File: src/design/vls_pkg.sv
// shared constants and types for the line supervisor
package vls_pkg;
  // line select codes
  localparam logic [2:0] SEL_AUTO_MAX    = 3'h2;
  localparam logic [2:0] SEL_TRANSPARENT = 3'h3;
  localparam logic [2:0] SEL_TRIPLE      = 3'h7;
  // command field positions
  localparam int LINE_SEL_LSB      = 0;
  localparam int SURVEILLANCE_POS  = 3;
  localparam int OWNER_LSB         = 4;
  localparam int LOCK_POS          = 7;
  localparam logic [7:0] CMD_RESET = 8'h00;
  // local addresses of the two register frames
  localparam logic [2:0] LADDR_CMD_WRITE = 3'h0;
  localparam logic [2:0] LADDR_STA_READ  = 3'h1;
  // timing: long timeout base in ms, clock rate in kHz
  localparam int LONG_TIMEOUT_MS = 1000;
  localparam int CLK_KHZ         = 20000;
  // tick rate of the timeout base: 1 ms ticks
  localparam int TICK_CYCLES     = CLK_KHZ;
  localparam int SHORT_DIV       = 16;
  localparam int MEDIUM_DIV      = 4;
  localparam int SUPER_MUL       = 4;
  localparam int SWITCH_PERIODS  = 32;
  typedef enum logic [1:0]
  {
    ST_NORMAL = 2'b00,
    ST_SAFETY = 2'b01
  } vls_mode_t;
endpackage

File: src/design/vls_tick_div.sv
// divider producing a one-cycle tick enable
`timescale 1ns/1ps
module vls_tick_div #(
  parameter int DIV = 20000
) (
  input  wire logic clock_i,
  input  wire logic rst_n_i,
  output logic      tick_o
);
  typedef struct packed
  {
    logic [15:0] cnt;
    logic        tick;
  } vls_div_st_t;
  vls_div_st_t st;
  vls_div_st_t next_st;
  always_comb
  begin
    next_st = st;
    next_st.tick = 1'b0;
    if (st.cnt == 16'(DIV - 1))
    begin
      next_st.cnt = 16'h0000;
      next_st.tick = 1'b1;
    end
    else
    begin
      next_st.cnt = st.cnt + 16'h0001;
    end
  end
  always_ff @(posedge clock_i or negedge rst_n_i)
  begin
    if (!rst_n_i)
      st <= '0;
    else
      st <= next_st;
  end
  assign tick_o = st.tick;
endmodule

File: src/design/vls_timer.sv
// restartable timeout counter on tick enables
`timescale 1ns/1ps
module vls_timer #(
  parameter int LIMIT = 1000
) (
  input  wire logic clock_i,
  input  wire logic rst_n_i,
  input  wire logic tick_i,
  input  wire logic restart_i,
  output logic      expired_o
);
  typedef struct packed
  {
    logic [15:0] cnt;
    logic        expired;
  } vls_tmr_st_t;
  vls_tmr_st_t st;
  vls_tmr_st_t next_st;
  always_comb
  begin
    next_st = st;
    next_st.expired = 1'b0;
    if (restart_i)
      next_st.cnt = 16'h0000;
    else if (tick_i)
    begin
      if (st.cnt == 16'(LIMIT - 1))
      begin
        next_st.cnt = 16'h0000;
        next_st.expired = 1'b1;
      end
      else
        next_st.cnt = st.cnt + 16'h0001;
    end
  end
  always_ff @(posedge clock_i or negedge rst_n_i)
  begin
    if (!rst_n_i)
      st <= '0;
    else
      st <= next_st;
  end
  assign expired_o = st.expired;
endmodule

File: src/design/vls_supervisor.sv
// line diagnosis and safety mode supervisor
// How it works
// - short timeout fires after dominant level lasts long base divided by 16
// - medium timeout fires after base/4 without any coherent frame
// - long timeout fires after base without an addressed coherent frame
// - super-long timeout equals four long periods on the same base
// - low command bits pick auto start line, transparent, forced, triple
// - auto mode steps lines 0,1,2 cyclically on diagnosis timeouts
// - select code 3 updates bits 7:3, keeps line and selection mode
// - forced modes keep the line whatever timeouts occur
// - status 1:0 show selected line, bit 2 shows three-line agreement
// - agreement true when all three line inputs equal
// - command bit 3 inhibits surveillance; status bit 3 shows safety mode
// - inhibited surveillance: no safety, interrupt pulse per addressed frame
// - bits 6:4 owner number, bit 7 lock; status mirrors both
// - command writes always accepted, whatever lock or mode
// - lock never blocks port writes; masters check status first
// - reset clears command: auto from line 0, surveillance on, free
// - reset: ports hi-z, int low; safety: port A hi-z, B held, int high
// - after reset, no access for super-long period enters safety
// - in operation, frames but no access for long period enters safety
// - port A write leaves safety and drops interrupt
// - 32 periods after reset the safety clock moves to the RC pin
// - address 0 frame writes command byte, address 1 reads status
// - interrupt pin signals active safety mode
`timescale 1ns/1ps
module vls_supervisor #(
  parameter int TICK_CYCLES = vls_pkg::TICK_CYCLES,
  parameter int LONG_TICKS  = vls_pkg::LONG_TIMEOUT_MS
) (
  input  wire logic       clock_i,
  input  wire logic       rst_n_i,
  input  wire logic       diff_line_input_i,
  input  wire logic       true_line_input_i,
  input  wire logic       comp_line_input_i,
  input  wire logic       safety_clk_pin_i,
  input  wire logic       ring_osc_clk_i,
  input  wire logic       frame_end_i,
  input  wire logic       frame_coherent_i,
  input  wire logic       frame_for_us_i,
  input  wire logic [2:0] frame_laddr_i,
  input  wire logic [7:0] frame_data_i,
  input  wire logic       frame_one_byte_i,
  input  wire logic       port_a_write_i,
  output logic            rx_line_o,
  output logic [1:0]      line_sel_o,
  output logic [7:0]      status_o,
  output logic            int_o,
  output logic            port_a_hiz_o,
  output logic            port_b_hiz_o,
  output logic            port_b_hold_o,
  output logic            safety_clk_ext_o,
  output logic            safety_clk_o
);
  typedef struct packed
  {
    logic [7:0]        cmd;
    logic [1:0]        line;
    vls_pkg::vls_mode_t mode;
    logic              after_reset;
    logic [5:0]        sw_cnt;
    logic              clk_ext;
    logic              clk_out;
    logic              rx;
    logic              intr;
    logic              pa_hiz;
    logic              pb_hiz;
    logic              pb_hold;
    logic [7:0]        status;
  } vls_st_t;
  vls_st_t st;
  vls_st_t next_st;
  logic tick;
  logic short_exp;
  logic medium_exp;
  logic long_exp;
  logic super_exp;
  logic agree;
  logic cmd_write;
  logic access;
  logic dominant;
  logic selected_rx;
  function automatic logic pick_line(input logic [1:0] l,
                                     input logic a, input logic b,
                                     input logic c);
    case (l)
      2'h0:    pick_line = a;
      2'h1:    pick_line = b;
      2'h2:    pick_line = c;
      default: pick_line = a;
    endcase
  endfunction
  assign agree = (diff_line_input_i & true_line_input_i & comp_line_input_i)
    | (~diff_line_input_i & ~true_line_input_i & ~comp_line_input_i);
  assign cmd_write = frame_end_i & frame_coherent_i & frame_for_us_i
    & frame_one_byte_i
    & (frame_laddr_i == vls_pkg::LADDR_CMD_WRITE);
  assign access = frame_end_i & frame_coherent_i & frame_for_us_i;
  assign selected_rx = pick_line(st.line, diff_line_input_i,
                                 true_line_input_i, comp_line_input_i);
  assign dominant = ~selected_rx;
  vls_tick_div #(
    .DIV (TICK_CYCLES)
  ) u_div (
    .clock_i (clock_i),
    .rst_n_i (rst_n_i),
    .tick_o  (tick)
  );
  vls_timer #(
    .LIMIT (LONG_TICKS / vls_pkg::SHORT_DIV)
  ) u_short (
    .clock_i   (clock_i),
    .rst_n_i   (rst_n_i),
    .tick_i    (tick),
    .restart_i (~dominant),
    .expired_o (short_exp)
  );
  vls_timer #(
    .LIMIT (LONG_TICKS / vls_pkg::MEDIUM_DIV)
  ) u_medium (
    .clock_i   (clock_i),
    .rst_n_i   (rst_n_i),
    .tick_i    (tick),
    .restart_i (frame_end_i & frame_coherent_i),
    .expired_o (medium_exp)
  );
  vls_timer #(
    .LIMIT (LONG_TICKS)
  ) u_long (
    .clock_i   (clock_i),
    .rst_n_i   (rst_n_i),
    .tick_i    (tick),
    .restart_i (access),
    .expired_o (long_exp)
  );
  vls_timer #(
    .LIMIT (LONG_TICKS * vls_pkg::SUPER_MUL)
  ) u_super (
    .clock_i   (clock_i),
    .rst_n_i   (rst_n_i),
    .tick_i    (tick),
    .restart_i (access),
    .expired_o (super_exp)
  );
  always_comb
  begin
    next_st = st;
    next_st.intr = 1'b0;
    // command write, never blocked by lock
    if (cmd_write)
    begin
      if (frame_data_i[2:0] == vls_pkg::SEL_TRANSPARENT)
        next_st.cmd[7:3] = frame_data_i[7:3];
      else
      begin
        next_st.cmd = frame_data_i;
        if (frame_data_i[2:0] == vls_pkg::SEL_TRIPLE)
          next_st.line = 2'h0;
        else
          next_st.line = frame_data_i[1:0];
      end
    end
    else if (st.cmd[2] == 1'b0
             && st.cmd[2:0] != vls_pkg::SEL_TRANSPARENT
             && (short_exp | medium_exp | long_exp))
    begin
      if (st.line == vls_pkg::SEL_AUTO_MAX[1:0])
        next_st.line = 2'h0;
      else
        next_st.line = st.line + 2'h1;
    end
    if (access)
      next_st.after_reset = 1'b0;
    // safety entry and exit
    if (st.mode == vls_pkg::ST_NORMAL)
    begin
      if (!st.cmd[vls_pkg::SURVEILLANCE_POS]
          && ((st.after_reset && super_exp)
              || (!st.after_reset && long_exp)))
      begin
        next_st.mode = vls_pkg::ST_SAFETY;
        next_st.pa_hiz = 1'b1;
        next_st.pb_hold = 1'b1;
      end
    end
    else if (port_a_write_i)
    begin
      next_st.mode = vls_pkg::ST_NORMAL;
      next_st.pa_hiz = 1'b0;
      next_st.pb_hiz = 1'b0;
      next_st.pb_hold = 1'b0;
    end
    if (port_a_write_i && st.mode == vls_pkg::ST_NORMAL)
    begin
      next_st.pa_hiz = 1'b0;
      next_st.pb_hiz = 1'b0;
    end
    // interrupt: level in safety, pulse per addressed frame when inhibited
    if (next_st.mode == vls_pkg::ST_SAFETY)
      next_st.intr = 1'b1;
    else if (st.cmd[vls_pkg::SURVEILLANCE_POS] && access)
      next_st.intr = 1'b1;
    // safety clock switch after 32 periods
    if (!st.clk_ext)
    begin
      if (st.sw_cnt == 6'(vls_pkg::SWITCH_PERIODS - 1))
        next_st.clk_ext = 1'b1;
      else
        next_st.sw_cnt = st.sw_cnt + 6'h01;
    end
    next_st.clk_out = st.clk_ext ? safety_clk_pin_i : ring_osc_clk_i;
    if (st.cmd[2:0] == vls_pkg::SEL_TRIPLE)
      next_st.rx = agree ? diff_line_input_i : st.rx;
    else
      next_st.rx = selected_rx;
    next_st.status = {next_st.cmd[7:4],
                      next_st.mode == vls_pkg::ST_SAFETY,
                      agree, next_st.line};
  end
  always_ff @(posedge clock_i or negedge rst_n_i)
  begin
    if (!rst_n_i)
    begin
      st <= '0;
      st.cmd <= vls_pkg::CMD_RESET;
      st.after_reset <= 1'b1;
      st.rx <= 1'b1;
      st.pa_hiz <= 1'b1;
      st.pb_hiz <= 1'b1;
    end
    else
      st <= next_st;
  end
  assign rx_line_o = st.rx;
  assign line_sel_o = st.line;
  assign status_o = st.status;
  assign int_o = st.intr;
  assign port_a_hiz_o = st.pa_hiz;
  assign port_b_hiz_o = st.pb_hiz;
  assign port_b_hold_o = st.pb_hold;
  assign safety_clk_ext_o = st.clk_ext;
  assign safety_clk_o = st.clk_out;
endmodule

File: config.mk
export PLATFORM = sky130hd
export DESIGN_NAME = vls_supervisor
export DESIGN_NICKNAME = d
export VERILOG_FILES = /design/src/design/vls_pkg.sv /design/src/design/vls_tick_div.sv /design/src/design/vls_timer.sv /design/src/design/vls_supervisor.sv
export SDC_FILE = /design/constraint.sdc
export NUM_CORES = 1
export LEC_CHECK = 0
export BUFFER_PORTS_ARGS = -buffer_cell sky130_fd_sc_hd__buf_4
export CORE_ASPECT_RATIO = 1.5
export CORE_MARGIN = 2
export CORE_UTILIZATION = 55
export DETAILED_ROUTE_END_ITERATION = 10
export PLACE_DENSITY = 0.86
export SYNTH_ARGS = -nofsm -noshare
export SYNTH_HDL_FRONTEND = slang
export SYNTH_HIERARCHICAL = 1
export SYNTH_SLANG_ARGS = --single-unit
File: constraint.sdc
create_clock -name clock_i -period 2.02 [get_ports clock_i]
set_input_delay 0.303 -clock clock_i [delete_from_list [all_inputs] [get_ports clock_i]]
set_output_delay 0.303 -clock clock_i [all_outputs]
set_load 0.02 [all_outputs]
# After elaboration in Yosys (flattened, before gate mapping)

Index checks and enable logic that the tools add are counted.

Add/sub/neg operators: 7
$mul: 0
Div/mod/pow operators: 0
Order comparisons: 0
Equality and inequality tests: 17
Shift operators: 0
Mux-type cells: 45
Bitwise operators: 18
Reduce and logical (&&, ||, !) cells: 23

Operators with widths:

| kind                                                                     | number |
|---|---|
| 16-bit two-way mux                                                       | 9 |
| 16-bit by 1-bit adder with 16-bit output (second input constant)         | 5 |
| 17-bit two-way mux                                                       | 4 |
| 1-bit two-way mux                                                        | 20 |
| 16-bit by 10-bit equality test with 1-bit output (second input constant) | 1 |
| 16-bit by 12-bit equality test with 1-bit output (second input constant) | 1 |
| 16-bit by 15-bit equality test with 1-bit output (second input constant) | 1 |
| 16-bit by 6-bit equality test with 1-bit output (second input constant)  | 1 |
| 16-bit by 8-bit equality test with 1-bit output (second input constant)  | 1 |
| 2-bit two-way mux                                                        | 8 |
| 2-bit AND reduction                                                      | 5 |
| 2-bit nonzero test                                                       | 5 |
| 1-bit AND                                                                | 8 |
| 8-bit two-way mux                                                        | 1 |
| 1-bit logical AND                                                        | 7 |
| 1-bit NOT                                                                | 7 |
| 6-bit by 1-bit adder with 6-bit output (second input constant)           | 1 |
| 3-bit equality test (second input constant)                              | 2 |
| 6-bit by 5-bit equality test with 1-bit output (second input constant)   | 1 |
| 5-bit two-way mux                                                        | 1 |
| 2-bit by 1-bit equality test with 1-bit output (second input constant)   | 2 |
| 2-bit by 1-bit inequality test with 1-bit output (second input constant) | 2 |
| 3-bit by 2-bit equality test with 1-bit output (second input constant)   | 1 |
| 3-bit zero test                                                          | 1 |
| other kinds (12)                                                         | 15 |

Bits in registers: 119
Bits in latches: 0
Memory bits (writable): 0
ROM bits: 0
Bits of input ports: 23
Output and inout bits: 17
Word-level logic and storage cells: 135
Memories kept: 0

# Longest topological paths before layout

Gate-level depths: netlist of run 1.

Depth in word-level cells: 8
Mapped depth: 9

# Cells and area by module

The synthesis of run 1 kept the hierarchy.

Modules (own cells, without submodules):

| module                | instances | cells each | area an instance (µm²) | sequential area each (µm²) |
|---|---|---|---|---|
| vls_supervisor        | 1         | 117        | 1,333.8                | 705.7 |
| vls_timer at u_medium | 1         | 112        | 1,061.0                | 425.4 |
| vls_timer at u_long   | 1         | 106        | 1,051.0                | 425.4 |
| vls_timer at u_short  | 1         | 108        | 998.5                  | 425.4 |
| vls_timer at u_super  | 1         | 100        | 950.9                  | 425.4 |
| vls_tick_div          | 1         | 69         | 778.2                  | 425.4 |

# Worst setup path before layout of run 1

Ideal clock, no wire load.

Kind: register to register
From: register u_long/st[1] (netlist name)
To: register u_long/st[2] (netlist name)
Arrival time: 1,876 ps
Required time: 1,899 ps
Setup slack: 23 ps
Stages on the path, launching flop included: 8
Path through: dfrtp_1 ha_1 or4b_1 nor4_2 buf_6 buf_12 nor2_4 a22o_2

Word-level cells in the longest chain between the ends: 4
Elaborated cells on any way between the ends: 5
Those cells by class: add/sub: 1; eq/ne: 1; mux: 3

RTL lines:

| item                                                                                                         | RTL line                         | source |
|---|---|---|
| start: declaration                                                                                           | vls_timer.sv:17                  | `vls_tmr_st_t st;` |
| start signal: assignment                                                                                     | vls_timer.sv:41                  | `st <= next_st;` |
| 16-bit by 1-bit adder with 16-bit output or 16-bit by 10-bit equality test with 1-bit output (tied branches) | vls_timer.sv:33, vls_timer.sv:27 |  |
| 16-bit two-way mux (*)                                                                                       | vls_timer.sv:27                  | `if (st.cnt == 16'(LIMIT - 1))` |
| 17-bit two-way mux (*)                                                                                       | vls_timer.sv:25                  | `else if (tick_i)` |
| 16-bit two-way mux (*)                                                                                       | vls_timer.sv:23                  | `if (restart_i)` |

Mark *: on every way between the ends. The rest lies on a longest branch, timed or not. The select of a mux whose other input is x is not followed.
A chain may end at the register's enable or synchronous reset.

# Worst setup path after layout of run 1

From: register u_long/st[6] (netlist name)
To: register u_long/st[14] (netlist name)

Same word-level chain as after synthesis.

==> results of run 1 <==
sequential cells by signal (all words and copies together), names as in the netlist:
name	count
u_div/st	16
u_long/st	16
u_medium/st	16
u_short/st	16
u_super/st	16
st	14
status_o	7
int_o	1
port_a_hiz_o	1
port_b_hiz_o	1
port_b_hold_o	1
rx_line_o	1
safety_clk_ext_o	1
safety_clk_o	1
u_div/tick_o	1
u_long/expired_o	1
u_medium/expired_o	1
u_short/expired_o	1
u_super/expired_o	1
Yosys cell counts, drive strengths merged, types with 5 or more instances:
cell and n:
nand2 49, or2 6, o311ai 5, nand2b 6, o31ai 9, ha 11, or3 9, nor3 11
nor2 37, nand4 32, mux2 10, a22o 10, and4 12, and2 6, nor3b 5, a21oi 22
inv 17, nor4 17, a21o 11, clkbuf 6, o21ai 21, a31oi 28, nor2b 5, a41oi 8
xnor2 8, and3 12, dfrtp 109, or4 6, buf 29, nand3 34, xor2 7
metrics by stage:
| step | area, sq um | hold slack (ns) | std cells | worst slack, ns | power [W] |
|---|---|---|---|---|---|
| after detailed placement | 6730 | 0.336 | 801 | -0.0423 | 0.00270 |
| final | 7450 | 0.0445 | 837 | 0.00772 | 0.00586 |
| after CTS | 7390 | 0.0311 | 835 | 0.0188 | 0.00589 |
| after global placement | 6730 | 0.326 | 801 | 0.0807 | 0.00268 |
| after floorplan | 6170 | 0.00741 | 612 | 0.0227 | 0.00255 |
| after global routing | 7450 | 0.0284 | 837 | -0.0431 | 0.00605 |
layer usage:
metal | routed length [microns] | vias to the layer above | global-route usage (%)
met4 | 441 | 0 | 12.5
met2 | 8130 | 244 | 45.0
met1 | 5750 | 2657 | 29.2
met5 | 0 | - | 0
li1 | - | 2453 | -
met3 | 844 | 44 | 5.09
kinds of logic after synthesis:
logic type,count (synthesis)
DFF,113
AOI/OAI and AO/OA,146
buffers and inverters,52
adders and majority gates,11
muxes,12
and+or+nand+nor,263
xor gates and xnor gates,15
worst max path at each step:
stage | from | to | slack, ns | cells after the start
2_1_floorplan | u_long/st[1]$_DFFE_PN0P_ | u_long/st[2]$_DFFE_PN0P_ | 0.02 | 7
3_3_place_gp | u_long/st[1]$_DFFE_PN0P_ | u_long/st[14]$_DFFE_PN0P_ | 0.08 | 6
3_5_place_dp | u_long/st[1]$_DFFE_PN0P_ | u_long/st[14]$_DFFE_PN0P_ | -0.04 | 6
4_1_cts | status_o[0]$_DFFE_PN0P_ | u_short/st[16]$_DFFE_PN0P_ | 0.02 | 9
5_1_grt | status_o[0]$_DFFE_PN0P_ | u_short/st[15]$_DFFE_PN0P_ | -0.04 | 9
6_report | u_long/st[6]$_DFFE_PN0P_ | u_long/st[14]$_DFFE_PN0P_ | 0.008 | 5
layout make-up:
cell class	count	area (sq um)	share of cell area [%]
tap	147	184	2.47
timing repair buffer	81	656	8.79
sequential	113	2830	38.0
clock inverter	15	209	2.80
multi-input combinational	447	3080	41.4
clock buffer	17	425	5.71
inverter	17	63.8	0.856
power by group:
group          total [W]  internal [W]  switching, W
logic           0.000340      0.000145      0.000195
registers        0.00234       0.00231     0.0000284
clock network    0.00319       0.00208       0.00111
total            0.00586       0.00453       0.00133
cell usage in the layout (no fill, tap or decap), types with 4 or more instances in the layout:
master,Yosys,layout
dfrtp_1,109,109
buf_4,12,75
nand2_1,47,47
nor2_1,36,36
nand3_1,34,34
nand4_1,29,29
a31oi_1,28,28
a21oi_1,22,21
o21ai_0,20,20
inv_1,17,17
clkbuf_16,0,17
nor4_1,14,13
a21o_1,11,11
nor3_1,11,11
ha_1,11,11
mux2_2,10,10
or3_1,9,9
o31ai_1,9,9
a22o_1,9,9
xnor2_1,8,8
and3_1,8,8
and4_1,7,7
xor2_1,7,7
a41oi_1,6,6
nand2b_1,6,5
nor2b_1,5,5
and2_1,5,5
o311ai_0,5,5
bufinv_16,0,4
clkinv_4,0,4
dfstp_2,4,4
nand3b_1,4,4
a31o_1,4,4
or2_2,4,4
o21a_1,4,4
nor3b_1,5,4
and4_2,4,4
nand4b_1,4,4
worst register-to-register path, cell delays in order (launching register included):
cell and delay, ns:
dfrtp_1 0.42, or4bb_4 0.58, nor4_4 0.35, buf_6 0.21, o31ai_1 0.10, a22o_1 0.24
what timing repair did:
| item | CTS | global route |
|---|---|---|
| buffers inserted | 0 | 2 |
| pin swaps | 1 | 1 |
| endpoints found under the setup margin | 6 | 14 |
| gates cloned | 1 | 0 |
| hold endpoints to repair | 38 | 0 |
| hold buffers | 1 | 0 |
| resized for setup | 3 | 8 |
==> results.cfg, run 1 <==
[run_status]
outcome = complete, no violations

[yosys]
synthSimpleGateAreaFrac_pct = 25.7
synth_area_leaders = dfrtp_1 44%, nand4_1 2.9%, nand2_1 2.9%
synth_xor_area_share_pct = 2.13
syn_area_per_cell_sq_um = 10.1
synth_largest_area_cell = dfrtp_1
synth_fa_ha_area_share_pct = 2.23
synth_warnings = 6
muxShareOfSynthArea_pct = 2.15
yosysSeqAreaShare_pct = 45.9
ys.flop_type = dfrtp_1
synth_top_area_share_pct = 44.2
syn_area_sq_um = 6170
postSynthCellCount = 612
yosysUniqueCellTypes = 83
synth_compound_area_share_pct = 17.0
synthArstFlopShare_pct = 100
synth_edf_count = 0
synth_top_family_by_area = simple AND/OR/NAND/NOR gates
ys_seq_elements = 113
synth_nets = 646

[floorplanning]
fp.dieArea_sq_um = 12100
die_h_microns = 134
initial_utilization_pct = 56.1
core-area_sq_um = 11000
die_width_microns = 90.5
num_rows = 47
io_pins = 40

[setup_path]
critPathBufInv = 1
cp_max_fo = 11
crit_chain = or4bb_4, nor4_4, buf_6, o31ai_1, a22o_1
max_stage_delay_ns = 0.58
start_kind = flip-flop
cp_top_family = simple AND/OR/NAND/NOR gates
path_class = reg2reg
timing.rr.start = u_long/st[6]$_DFFE_PN0P_
reg2regPathDepth = 5
required_ns = 2.32
r2r-end = u_long/st[14]$_DFFE_PN0P_
crit_slowest_cell = or4bb_4
cp-end-kind = flip-flop
r2r_slack_ns = 0.008
crit_arrival_ns = 2.31

[grt]
grt_max_degree = 43
grt_pass1_vias = 5264
antenna_found_initial = 0
grtUsageTotal_pct = 25.4
gr-total-overflow = 0
grt_pass1_wl_mm = 25.0

[finish]
syn2layout_area_growth_pct = 20.8
drive_above_1_share_pct = 24.3
fillers = 748
layout.nets = 711
n_antenna_cell = 0
utilization_pct = 67.8

[min_path]
hold_depth = 2
hold_start = port_a_write_i
min_to = port_a_hiz_o$_DFFE_PN1P_
hp-class = in2reg

[sta]
period_minus_slack_ns = 2.01
fin_crit_sh_pct = 99.6
finalSetupViolations = 0
slew_viol_final = 0
max_slew_margin_pct = 62.0
hold_violations = 0
fin_skew_ns = 0.00764
setup_tns_ns = 0
tightest_slew_ns = 0.571
rsz0062_at_grt = true
clock.fmax_ghz = 0.497

[drt]
initialDrtViolationCount = 432
vias_per_cell = 6.45
ant_nets = 0
wire_per_inst_microns = 18.1
wl_mm = 15.2
vias = 5398
drt_pass1_iterations = 5
drc = 0

[cts]
clock_latency_ns = 0.41
clock-root-buffer = clkbuf_16
cts_tree = done
cts_buffer_depth = 2
clk_pin_slew_ns = 0.06
clkSinkCount = 113
cts_max_level = 4
numCtsBuffers = 17

[job]
cap_viol_max_count = 0

[placed_design]
gp_congestion = 0.888
place_hpwl_mm = 9.52
port_buffers = 39

[power]
power_density_nw_per_um2 = 787
p_leak_nw = 3.27
max-vdd-ir-drop_mv = 0.507
Power figures use the tool's default switching activity.
==> inputs of run 2 (changes only) <==
RECOVER_POWER = 50   (was not set)
==> results.cfg, run 2 (same netlist as run 1, synthesis figures left out) <==
[cts]
cts_max_level = 4
clkSinkCount = 113
clock-root-buffer = clkbuf_16
cts_tree = done
cts_buffer_depth = 2
numCtsBuffers = 17
clock_latency_ns = 0.41
clk_pin_slew_ns = 0.06

[drt]
drt_pass1_iterations = 5
vias = 5415
initialDrtViolationCount = 431
drc = 0
ant_nets = 0
wl_mm = 15.2
wire_per_inst_microns = 18.2
vias_per_cell = 6.47

[finish]
n_antenna_cell = 0
postLayoutCellArea_sq_um = 7430
final-instance-count-excl-fill = 837
layout_commonest_cell = dfrtp_1
layout.nets = 711
drive_above_1_share_pct = 23.8
utilization_pct = 67.6
syn2layout_area_growth_pct = 20.4
layout_common_cells = 109 x dfrtp_1, 72 x buf_4, 48 x nand2_1, 36 x nor2_1, 34 x nand3_1

[sta]
period_minus_slack_ns = 2.00
clock.fmax_ghz = 0.501
slew_viol_final = 0
fin_crit_sh_pct = 98.9
finalSetupViolations = 0
fin_skew_ns = 0.00780
tightest_slew_ns = 1.09
hold_violations = 0
max_slew_margin_pct = 27.1
rsz0062_at_grt = true

[grt]
grt_pass1_wl_mm = 25.0
antenna_found_initial = 0
grt_max_degree = 43
gr-total-overflow = 0
grt_pass1_vias = 5264
grtUsageTotal_pct = 25.4

[power]
power_density_nw_per_um2 = 789
switchingPower_w = 0.00134
power_frac_seq_pct = 39.8
combPwrFrac_pct = 5.7
internal-power_w = 0.00453
max-vdd-ir-drop_mv = 0.508
p_total_w = 0.00586
clkPwrFrac_pct = 54.5
p_leak_nw = 3.26
switching_share_pct = 22.8

[floorplanning]
core-area_sq_um = 11000
io_pins = 40
fp.dieArea_sq_um = 12100
die_width_microns = 90.5
num_rows = 47
die_h_microns = 134
initial_utilization_pct = 56.1

[setup_path]
required_ns = 2.32
cp_max_fo = 11
cp-end-kind = flip-flop
path_class = reg2reg
start_kind = flip-flop
crit_arrival_ns = 2.30

[run_status]
outcome = complete, no violations

[placed_design]
gp_congestion = 0.888
place_area_sq_um = 6730
placedCellCount = 801
place_hpwl_mm = 9.52
port_buffers = 39

[min_path]
hp-class = in2reg

[job]
cap_viol_max_count = 0
==> run 2: cell count changes in the layout (fill, tap and decap cells not counted) <==
| cell | change |
|---|---|
| buf_4 | -3 |
| clkbuf_1 | +1 |
| clkbuf_2 | +1 |
| clkbuf_4 | +1 |
| dfstp_1 | +1 |
| dfstp_2 | -1 |
| nand2_1 | +1 |
| nand2_2 | -1 |
| nor4b_1 | +1 |
| nor4b_4 | -1 |
==> run 2: power by group through the flow <==
stage                     combinational, W  sequential (W)  clock [W]
after floorplan                   0.000167         0.00238          0
after global placement            0.000314         0.00237          0
after detailed placement          0.000324         0.00237          0
after CTS                         0.000330         0.00234    0.00322
after global routing              0.000365         0.00234    0.00334
final                             0.000335         0.00234    0.00319
==> run 2: critical path, cell delays in order (launching register included) <==
cell and delay, ns:
dfrtp_1 0.42, or4bb_4 0.58, nor4_4 0.34, buf_6 0.20, o31ai_1 0.10, a22o_1 0.24
==> run 2: area by class of cell <==
class                           count  area, sq um
Inverter                           17         63.8
Timing Repair Buffer               81          649
Clock inverter                     15          209
Clock buffer                       17          425
Multi-Input combinational cell    447         3070
Fill cell                         752         3570
Sequential cell                   113         2830
Tap cell                          147          184
==> run 2: path summary, 6_finish.rpt <==
| kind | slack [ns] | cells after the start | start | endpoint |
|---|---|---|---|---|
| max | 0.02 | 5 | u_long/st[6]$_DFFE_PN0P_ | u_long/st[14]$_DFFE_PN0P_ |
| min | 0.04 | 2 | port_a_write_i | port_a_hiz_o$_DFFE_PN1P_ |
| max reg2reg | 0.02 | 5 | u_long/st[6]$_DFFE_PN0P_ | u_long/st[14]$_DFFE_PN0P_ |
| min reg2reg | 0.47 | 2 | port_a_hiz_o$_DFFE_PN1P_ | port_a_hiz_o$_DFFE_PN1P_ |
| max in group asynchronous | 0.55 | 3 | rst_n_i | st[21]$_DFFE_PN1N_ |
| min in group asynchronous | 0.63 | 2 | rst_n_i | port_b_hold_o$_DFFE_PN0P_ |
==> run 2: per-stage QoR <==
stage / hold WS (ns) / setup slack (ns) / TNS [ns]
after floorplan: 0.00741 / 0.0227 / 0
after global placement: 0.326 / 0.0807 / 0
after detailed placement: 0.336 / -0.0423 / -0.0425
after CTS: 0.0311 / 0.0188 / 0
after global routing: 0.0284 / -0.0431 / -0.199
final: 0.0424 / 0.0223 / 0
==> run 2: per-layer routing <==
metal | wire, microns | vias up | global-route usage, %
met5 | 0 | - | 0
met4 | 368 | 0 | 12.5
met3 | 894 | 37 | 5.09
met2 | 8200 | 267 | 45.0
met1 | 5740 | 2644 | 29.2
li1 | - | 2467 | -
==> run 2: repair_timing <==
item                                   CTS  global route
cloned                                   1             0
gates resized for setup                  3             8
buffers inserted                         0             2
setup endpoints to repair                6            14
endpoints found under the hold margin   38             0
pin swaps                                1             1
hold buffers                             1             0
